==> src/dapw_pkg.sv <==
// Purpose: Constants and carrier types for the DRAM read auto precharge and write start logic
// Assumes: sys_clk at 10 MHz samples the command clock, strobe and all pins
// Notes: Times are whole nanoseconds; cycle counts derive from them rounding up
// Notes on behaviour
// - Auto precharge select on read engages auto precharge
// - Precharge at additive latency plus half burst
// - Postpone precharge until both minima met
// - Precharge period counts from actual precharge start
// - Precharge never before two clocks past prefetch
// - Auto precharge runs concurrently with other banks
// - Write latency equals read latency minus one
// - Write with auto precharge closes row after burst
// - Write data captured on successive strobe edges
// - Read latency is additive plus cas latency
package dapw_pkg;

    localparam int SYS_PERIOD_NS = 100;
    localparam int RTP_NS = 8;
    localparam int RP_NS = 15;
    localparam int RAS_NS = 40;

    localparam int CNT_W = 8;
    localparam int RTP_RAW = (RTP_NS + SYS_PERIOD_NS - 1) / SYS_PERIOD_NS;
    localparam int RP_RAW = (RP_NS + SYS_PERIOD_NS - 1) / SYS_PERIOD_NS;
    localparam int RAS_RAW = (RAS_NS + SYS_PERIOD_NS - 1) / SYS_PERIOD_NS;
    localparam logic [CNT_W-1:0] RTP_CYC = CNT_W'((RTP_RAW < 1) ? 1 : RTP_RAW);
    localparam logic [CNT_W-1:0] RP_CYC = CNT_W'((RP_RAW < 1) ? 1 : RP_RAW);
    localparam logic [CNT_W-1:0] RAS_CYC = CNT_W'((RAS_RAW < 1) ? 1 : RAS_RAW);

    localparam int NUM_BANKS = 8;
    localparam int BANK_W = 3;
    localparam int DQ_W = 8;
    localparam int LAT_W = 3;
    localparam int AP_W = 4;
    localparam int RD_PIPE_W = 16;

    // Command code is {ras_n, cas_n, we_n} with chip select low
    localparam logic [2:0] CMD_ACT = 3'h3;
    localparam logic [2:0] CMD_READ = 3'h5;
    localparam logic [2:0] CMD_WRITE = 3'h4;
    localparam logic [2:0] CMD_PRE = 3'h2;

    localparam logic [AP_W-1:0] HALF_BL4 = 4'h2;
    localparam logic [AP_W-1:0] HALF_BL8 = 4'h4;
    localparam logic [AP_W-1:0] FULL_BL4 = 4'h4;
    localparam logic [AP_W-1:0] FULL_BL8 = 4'h8;
    localparam logic [AP_W-1:0] PREFETCH_GAP = 4'h2;
    localparam logic [AP_W-1:0] ONE_CK = 4'h1;

    typedef enum logic [1:0] {WR_IDLE, WR_WAIT, WR_PRE, WR_BURST} dapw_wr_e;

    typedef struct packed {
        logic ck;
        logic dqs;
        logic cs_n;
        logic ras_n;
        logic cas_n;
        logic we_n;
        logic ap;
        logic [BANK_W-1:0] bank;
        logic [DQ_W-1:0] dq;
        logic [LAT_W-1:0] add_lat;
        logic [LAT_W-1:0] cas_lat;
        logic bl8;
    } dapw_pins_s;

    typedef struct packed {
        logic active;
        logic [CNT_W-1:0] ras_cnt;
        logic ap_pend;
        logic [AP_W-1:0] ap_cnt;
        logic [CNT_W-1:0] rtp_cnt;
        logic wait_pre;
        logic [CNT_W-1:0] rp_cnt;
    } dapw_bank_s;

    typedef struct packed {
        dapw_pins_s s1;
        dapw_pins_s s2;
        logic ck_d;
        logic dqs_d;
        dapw_bank_s [NUM_BANKS-1:0] bank;
        logic [RD_PIPE_W-1:0] rd_pipe;
        logic rd_first;
        dapw_wr_e wr_st;
        logic [AP_W-1:0] wr_cnt;
        logic [BANK_W-1:0] wr_bank;
        logic wr_ap;
        logic [DQ_W-1:0] wr_data;
        logic wr_valid;
        logic wr_done;
        logic [NUM_BANKS-1:0] pre_start;
        logic [NUM_BANKS-1:0] prech;
    } dapw_state_s;

endpackage

==> src/dapw_core.sv <==
// Purpose: Read auto precharge scheduling, bank state and write data capture
// Assumes: Command clock and strobe are much slower than sys_clk and are sampled
// Notes: All pins share one two-stage synchroniser so they stay mutually aligned
//
// The address map and the address-and-strobe port were chosen for this implementation.
`timescale 1ns/10ps
module dapw_core
    import dapw_pkg::*;
(
    // System
    input wire logic sys_clk,
    input wire logic nrst,
    // Command pins
    input wire logic ck,
    input wire logic cs_n,
    input wire logic ras_n,
    input wire logic cas_n,
    input wire logic we_n,
    input wire logic auto_precharge_select,
    input wire logic [BANK_W-1:0] bank_addr,
    // Write data pins
    input wire logic dqs,
    input wire logic [DQ_W-1:0] dq,
    // Mode settings
    input wire logic [LAT_W-1:0] additive_latency,
    input wire logic [LAT_W-1:0] cas_latency,
    input wire logic burst_length_8,
    // Core side
    output logic rd_first,
    output logic [DQ_W-1:0] wr_data,
    output logic wr_valid,
    output logic wr_done,
    output logic [NUM_BANKS-1:0] pre_start,
    output logic [NUM_BANKS-1:0] bank_open,
    output logic [NUM_BANKS-1:0] bank_precharging
);

    dapw_state_s state_r;
    dapw_state_s state_nxt;
    dapw_pins_s pins;
    logic ck_rise;
    logic dqs_rise;
    logic dqs_edge;
    logic cmd_ok;
    logic [2:0] cmd;
    logic [AP_W-1:0] half_bl;
    logic [AP_W-1:0] full_bl;
    logic [AP_W-1:0] ap_len;
    logic [AP_W-1:0] rd_lat;
    logic [AP_W-1:0] wr_lat;
    logic wr_fin;
    logic due;
    logic hit;

    assign pins = {ck, dqs, cs_n, ras_n, cas_n, we_n, auto_precharge_select, bank_addr, dq,
                   additive_latency, cas_latency, burst_length_8};

    ////////////////////////////////////////////////////////////////////////////
    always_comb begin
        state_nxt = state_r;
        state_nxt.s1 = pins;
        state_nxt.s2 = state_r.s1;
        state_nxt.ck_d = state_r.s2.ck;
        state_nxt.dqs_d = state_r.s2.dqs;
        state_nxt.pre_start = '0;
        state_nxt.rd_first = 1'b0;
        state_nxt.wr_valid = 1'b0;
        state_nxt.wr_done = 1'b0;
        ck_rise = state_r.s2.ck & ~state_r.ck_d;
        dqs_rise = state_r.s2.dqs & ~state_r.dqs_d;
        dqs_edge = state_r.s2.dqs ^ state_r.dqs_d;
        cmd_ok = ck_rise & ~state_r.s2.cs_n;
        cmd = {state_r.s2.ras_n, state_r.s2.cas_n, state_r.s2.we_n};
        half_bl = state_r.s2.bl8 ? HALF_BL8 : HALF_BL4;
        full_bl = state_r.s2.bl8 ? FULL_BL8 : FULL_BL4;
        ap_len = {1'b0, state_r.s2.add_lat} + half_bl;
        rd_lat = {1'b0, state_r.s2.add_lat} + {1'b0, state_r.s2.cas_lat};
        wr_lat = rd_lat - ONE_CK;
        wr_fin = 1'b0;
        due = 1'b0;
        hit = 1'b0;

        // Read data launch point
        if (ck_rise) begin
            state_nxt.rd_pipe = {state_r.rd_pipe[RD_PIPE_W-2:0], 1'b0};
            if (rd_lat != '0) begin
                state_nxt.rd_first = state_r.rd_pipe[rd_lat - ONE_CK];
            end
            if (cmd_ok && cmd == CMD_READ && state_r.bank[state_r.s2.bank].active) begin
                state_nxt.rd_pipe[0] = 1'b1;
            end
        end

        ////////////////////////////////////////////////////////////////////////
        // Write burst: wait out latency, then take data on strobe edges
        case (state_r.wr_st)
            WR_IDLE: begin
                if (cmd_ok && cmd == CMD_WRITE && state_r.bank[state_r.s2.bank].active) begin
                    state_nxt.wr_st = WR_WAIT;
                    state_nxt.wr_bank = state_r.s2.bank;
                    state_nxt.wr_ap = state_r.s2.ap;
                    // Arm one clock early to absorb the strobe offset tolerance
                    state_nxt.wr_cnt = wr_lat - ONE_CK;
                end
            end
            WR_WAIT: begin
                if (state_r.wr_cnt == '0) begin
                    state_nxt.wr_st = WR_PRE;
                end else if (ck_rise) begin
                    state_nxt.wr_cnt = state_r.wr_cnt - ONE_CK;
                end
            end
            WR_PRE: begin
                if (dqs_rise) begin
                    state_nxt.wr_data = state_r.s2.dq;
                    state_nxt.wr_valid = 1'b1;
                    state_nxt.wr_cnt = full_bl - ONE_CK;
                    state_nxt.wr_st = WR_BURST;
                end
            end
            WR_BURST: begin
                if (dqs_edge) begin
                    state_nxt.wr_data = state_r.s2.dq;
                    state_nxt.wr_valid = 1'b1;
                    state_nxt.wr_cnt = state_r.wr_cnt - ONE_CK;
                    if (state_r.wr_cnt == ONE_CK) begin
                        state_nxt.wr_st = WR_IDLE;
                        state_nxt.wr_done = 1'b1;
                        wr_fin = 1'b1;
                    end
                end
            end
            default: begin
                state_nxt.wr_st = WR_IDLE;
            end
        endcase

        ////////////////////////////////////////////////////////////////////////
        // Each bank keeps its own timers, so one bank closing never stalls others
        for (int b = 0; b < NUM_BANKS; b++) begin
            if (state_r.bank[b].ras_cnt != '0) begin
                state_nxt.bank[b].ras_cnt = state_r.bank[b].ras_cnt - 8'h01;
            end
            if (state_r.bank[b].rtp_cnt != '0) begin
                state_nxt.bank[b].rtp_cnt = state_r.bank[b].rtp_cnt - 8'h01;
            end
            if (state_r.bank[b].rp_cnt != '0) begin
                state_nxt.bank[b].rp_cnt = state_r.bank[b].rp_cnt - 8'h01;
            end

            if (ck_rise && state_r.bank[b].ap_pend) begin
                state_nxt.bank[b].ap_cnt = state_r.bank[b].ap_cnt - ONE_CK;
                // Last four-bit prefetch happens two clocks before the scheduled edge
                if (state_r.bank[b].ap_cnt == PREFETCH_GAP + ONE_CK) begin
                    state_nxt.bank[b].rtp_cnt = RTP_CYC;
                end
            end

            due = state_r.bank[b].wait_pre
                | (ck_rise & state_r.bank[b].ap_pend & (state_r.bank[b].ap_cnt == ONE_CK));
            if (due) begin
                state_nxt.bank[b].ap_pend = 1'b0;
                // Postponed starts fire on sys_clk, not on the next command clock edge
                if (state_r.bank[b].ras_cnt == '0 && state_r.bank[b].rtp_cnt == '0) begin
                    state_nxt.bank[b].wait_pre = 1'b0;
                    state_nxt.bank[b].active = 1'b0;
                    state_nxt.bank[b].rp_cnt = RP_CYC;
                    state_nxt.pre_start[b] = 1'b1;
                end else begin
                    state_nxt.bank[b].wait_pre = 1'b1;
                end
            end

            if (wr_fin && state_r.wr_ap && state_r.wr_bank == BANK_W'(b)) begin
                state_nxt.bank[b].wait_pre = 1'b1;
            end

            hit = cmd_ok && state_r.s2.bank == BANK_W'(b);
            if (hit && cmd == CMD_ACT && !state_r.bank[b].active && state_r.bank[b].rp_cnt == '0) begin
                state_nxt.bank[b].active = 1'b1;
                state_nxt.bank[b].ras_cnt = RAS_CYC;
            end
            if (hit && cmd == CMD_READ && state_r.s2.ap && state_r.bank[b].active
                && !state_r.bank[b].ap_pend && !state_r.bank[b].wait_pre) begin
                state_nxt.bank[b].ap_pend = 1'b1;
                state_nxt.bank[b].ap_cnt = ap_len;
                if (ap_len == PREFETCH_GAP) begin
                    state_nxt.bank[b].rtp_cnt = RTP_CYC;
                end
            end
            // Explicit precharge; the select bit widens it to every bank
            if (cmd_ok && cmd == CMD_PRE && state_r.bank[b].active
                && (state_r.s2.ap || state_r.s2.bank == BANK_W'(b))) begin
                state_nxt.bank[b].active = 1'b0;
                state_nxt.bank[b].ap_pend = 1'b0;
                state_nxt.bank[b].wait_pre = 1'b0;
                state_nxt.bank[b].rp_cnt = RP_CYC;
                state_nxt.pre_start[b] = 1'b1;
            end
            state_nxt.prech[b] = (state_nxt.bank[b].rp_cnt != '0);
        end
    end

    ////////////////////////////////////////////////////////////////////////////
    always_ff @(posedge sys_clk or negedge nrst) begin
        if (!nrst) begin
            state_r <= '0;
        end else begin
            state_r <= state_nxt;
        end
    end

    ////////////////////////////////////////////////////////////////////////////
    assign rd_first = state_r.rd_first;
    assign wr_data = state_r.wr_data;
    assign wr_valid = state_r.wr_valid;
    assign wr_done = state_r.wr_done;
    assign pre_start = state_r.pre_start;

    for (genvar g = 0; g < NUM_BANKS; g++) begin : g_bank_out
        assign bank_open[g] = state_r.bank[g].active;
        assign bank_precharging[g] = state_r.prech[g];
    end

endmodule

==> config.mk <==
export PLATFORM = sky130hd
export DESIGN_NAME = dapw_core
export DESIGN_NICKNAME = d
export VERILOG_FILES = /design/src/dapw_pkg.sv /design/src/dapw_core.sv
export SDC_FILE = /design/constraint.sdc
export NUM_CORES = 1
export LEC_CHECK = 0
export ABC_AREA = 1
export BUFFER_PORTS_ARGS = -buffer_cell sky130_fd_sc_hd__clkbuf_2
export CORE_MARGIN = 2
export CORE_UTILIZATION = 30
export CTS_CLUSTER_DIAMETER = 150
export DETAILED_ROUTE_END_ITERATION = 12
export PLACE_DENSITY = 0.53
export SLEW_MARGIN = 10
export SYNTH_ARGS = -nofsm -noshare
export SYNTH_HDL_FRONTEND = slang
export SYNTH_SLANG_ARGS = --single-unit
==> constraint.sdc <==
create_clock -name sys_clk -period 3 [get_ports sys_clk]
set_input_delay 0.45 -clock sys_clk [delete_from_list [all_inputs] [get_ports sys_clk]]
set_output_delay 0.45 -clock sys_clk [all_outputs]
set_load 0.02 [all_outputs]
==> results.yml <==
drt:
  firstDrtPassIters: 5
  wl_per_cell_um: 13.1
  drtIter0Drc: 821
  vias_per_cell: 4.56
  ant_nets: 0
  vias: 14600
  wirelength_mm: 41.9
  drc_errors: 0
final_layout:
  nets: 2503
  drive_gt1_share_pct: 6.91
  diodes: 0
  area_delta_synth_final_pct: 15.5
floorplanning:
  rows: 90
  core_sq_mm: 0.0606
  die_y_um: 252
  dieArea_sq_mm: 0.0636
  io_pins: 62
  die_w_um: 252
  start_util_pct: 30.5
timing:
  slew_violations: 0
  hold_ws_ps: 346
  worstMarginPinSlew_ps: 1020
  fin_setup_tns_ps: 0
  max_freq_mhz: 393
  slew_headroom_pct: 32.1
  fin_crit_sh_pct: 84.9
  hold_violations: 0
  finalClockSkew_ps: 37.1
  setup_violations: 0
  post-route-min-period_ps: 2550
  rsz0062_at_grt: "false"
cts:
  clk_pin_slew_ps: 60
  cts_buffers: 42
  cts.path.max_buffers: 3
  clk_latency_ps: 580
  cts_resized: 0
  cts_tree: "done"
  cts-root-buf: "clkbuf_16"
  htree_num_levels: 2
  post-cts-setup-buffer-count: 0
  cts_sinks: 353
power_and_ir_drop:
  p_seq_share_pct: 40.1
  combPwrFrac_pct: 31.0
  irDropWorstVdd_uv: 368
  clkPwrFrac_pct: 28.9
  switching_share_pct: 35.7
  p_switching_mw: 6.44
  p_total_mw: 18.0
  p_int_mw: 11.6
  power_density_mw_per_mm2: 845
  leakage_nw: 10.5
status:
  status: "complete, no violations"
setup_path:
  r2r_cells: 9
  setup.worst_path.start_class: "flop"
  crit_chain: "ha_1 > fa_1 > nor4_2 > buf_4 > nand3_1 > nand2_1 > inv_1 > nand2_1 > nor2_1"
  crit_top_cell: "nand2_1"
  cp.depth: 9
  critPathMaxStageDelay_ps: 540
  critical_path_class: "reg2reg"
  cp_data_required_time_ps: 3450
  arrival_ps: 2990
  path_delay_family: "simple AND/OR/NAND/NOR gates"
  crit_path_top_delay_cell: "fa_1"
  end_kind: "flop"
  path_buf_inv: 2
  cp_max_fo: 6
place:
  gp_congestion: 0.863
  port_buffers: 61
  dp_hpwl_mm: 30.1
yosys:
  synth_nets: 2396
  ys.flop_type: "dfrtp_1"
  synth_top_cell_area_share_pct: 47.8
  netlist_area_sq_mm: 0.0185
  yosysWarningCount: 0
  synth_edf_count: 0
  synthTopCellsByArea: "dfrtp_1, nand2_1, nor2_1, inv_1, ha_1"
  synth_common_cells: "nand2_1, nor2_1, dfrtp_1"
  syn_inst: 2280
  synth.distinct_cells: 40
  synth-seq-cells: 353
  syn_area_per_cell_sq_um: 8.11
  synthArstFlopShare_pct: 100
  yosysMostFrequentCell: "nand2_1"
  ys_seq_area_share_pct: 47.8
  synth_top_area_cell: "dfrtp_1"
global_routing:
  grt.overflow.total: 0
  grt_pass1_wl_mm: 71.0
  antenna_found_initial: 1
  grt_max_degree: 81
  grt_pass1_vias: 14500
  grtUsageTotal_pct: 13.4
job:
  cap_violations: 0
worst_hold_path:
  hold_class: "in2async"
==> layer usage <==
metal,routed length (um),share of wire [%],global-route usage [%],vias up
li1,-,-,-,7421
met1,20100,48,18.2,6845
met2,19100,46,21.7,247
met3,1620,3.9,2.11,71
met4,1120,2.7,4.82,0
met5,0,0,0,-
==> worst reg2reg max path, delay by kind of cell, from the launching register on <==
family,cells,cell delay [ps]
adder cells (fa/ha/maj),2,780
buffers and inverters,2,290
flip-flops,1,440
AND/OR/NAND/NOR,5,920
==> per-stage QoR <==
stage	cells	worst slack (ps)	utilization (%)	cell area (sq um)
global placement	3099	518	32.5	19700
detailed placement	3099	456	32.5	19700
CTS	3200	425	35.2	21400
finish	3200	454	35.2	21400
floorplan	2280	632	-	18500
global route	3200	323	35.2	21400
==> worst paths after layout <==
path,startpoint,to,slack [ps]
setup reg to reg,state_r[308],state_r[286],450
max in group asynchronous,nrst,state_r[212],1800
min in group sys_clk,state_nxt[311],state_r[311],350
setup / recovery,state_r[308],state_r[286],450
hold / removal,nrst,state_r[313],350
hold reg to reg,state_nxt[311],state_r[311],350
==> power by group through the flow <==
stage	logic (mW)	clock network, mW	registers, mW
4_1_cts	5.64	5.38	7.23
3_5_place_dp	5.57	0	7.29
2_1_floorplan	4.54	0	7.04
5_1_grt	6.59	5.58	7.42
3_3_place_gp	5.43	0	7.27
6_report	5.59	5.21	7.24
==> cells by family (layout without fill, tap and decap cells) <==
kind of cell / count (synthesis) / count (layout) / synth area share [%]
DFF: 353 / 353 / 47.8
and+or+nand+nor: 1100 / 1100 / 25.2
xor gates and xnor gates: 110 / 110 / 5.21
adders and majority gates: 89 / 89 / 6.11
AOI/OAI and AO/OA: 240 / 240 / 7.13
buffers and inverters: 388 / 526 / 8.57
==> layout by cell type (no fill, tap or decap), types with 2 or more instances in the layout <==
cell type      synthesis  final
bufinv_16              0      2
a21boi_0               2      2
nand2_2                4      4
clkbuf_1               9      7
a21oi_1               86     86
o21ai_1                2      2
nor3b_1                8      8
buf_12                 0      4
clkbuf_16              0     42
inv_6                  0      2
a22oi_1                2      2
o22ai_1                6      6
nor2_2                 5      5
nor3_1                40     40
nor2_4                 3      3
o211ai_1               8      8
nor2_1               359    359
and3_1                 2      2
inv_1                344    344
buf_4                 32     14
xnor2_1               40     40
nand2_1              431    431
o221ai_1              13     13
clkbuf_8               0     16
dfrtp_1              353    353
clkbuf_2               0     60
nand3b_1               7      7
nand4_1               31     31
dlygate4sd3_1          0     26
clkinv_2               0      4
fa_1                   2      2
ha_1                  87     87
nand3_1              201    201
or2_2                  5      5
a211oi_1               7      7
xor2_1                70     70
o21ai_0              110    110
==> layout make-up <==
class	instances	area [sq um]
Clock inverter	10	121
Sequential cell	353	8830
Tap cell	782	978
Clock buffer	65	1300
Fill cell	6190	39200
Timing Repair Buffer	105	761
Multi-Input combinational cell	1539	8060
Inverter	346	1300
==> what timing repair did <==
item / 4_1_cts / 5_1_grt
setup endpoints to repair: 0 / 0
hold buffers: 26 / 0
endpoints found under the hold margin: 59 / 0
==> registers in the layout (all words and copies together), names as in the netlist <==
name,flops
cmd,3
state_nxt,27
wr_valid,1
pre_start,8
state_r,288
bank_precharging,8
wr_done,1
wr_data,8
rd_first,1
bank_open,8
Power figures use the tool's default switching activity.
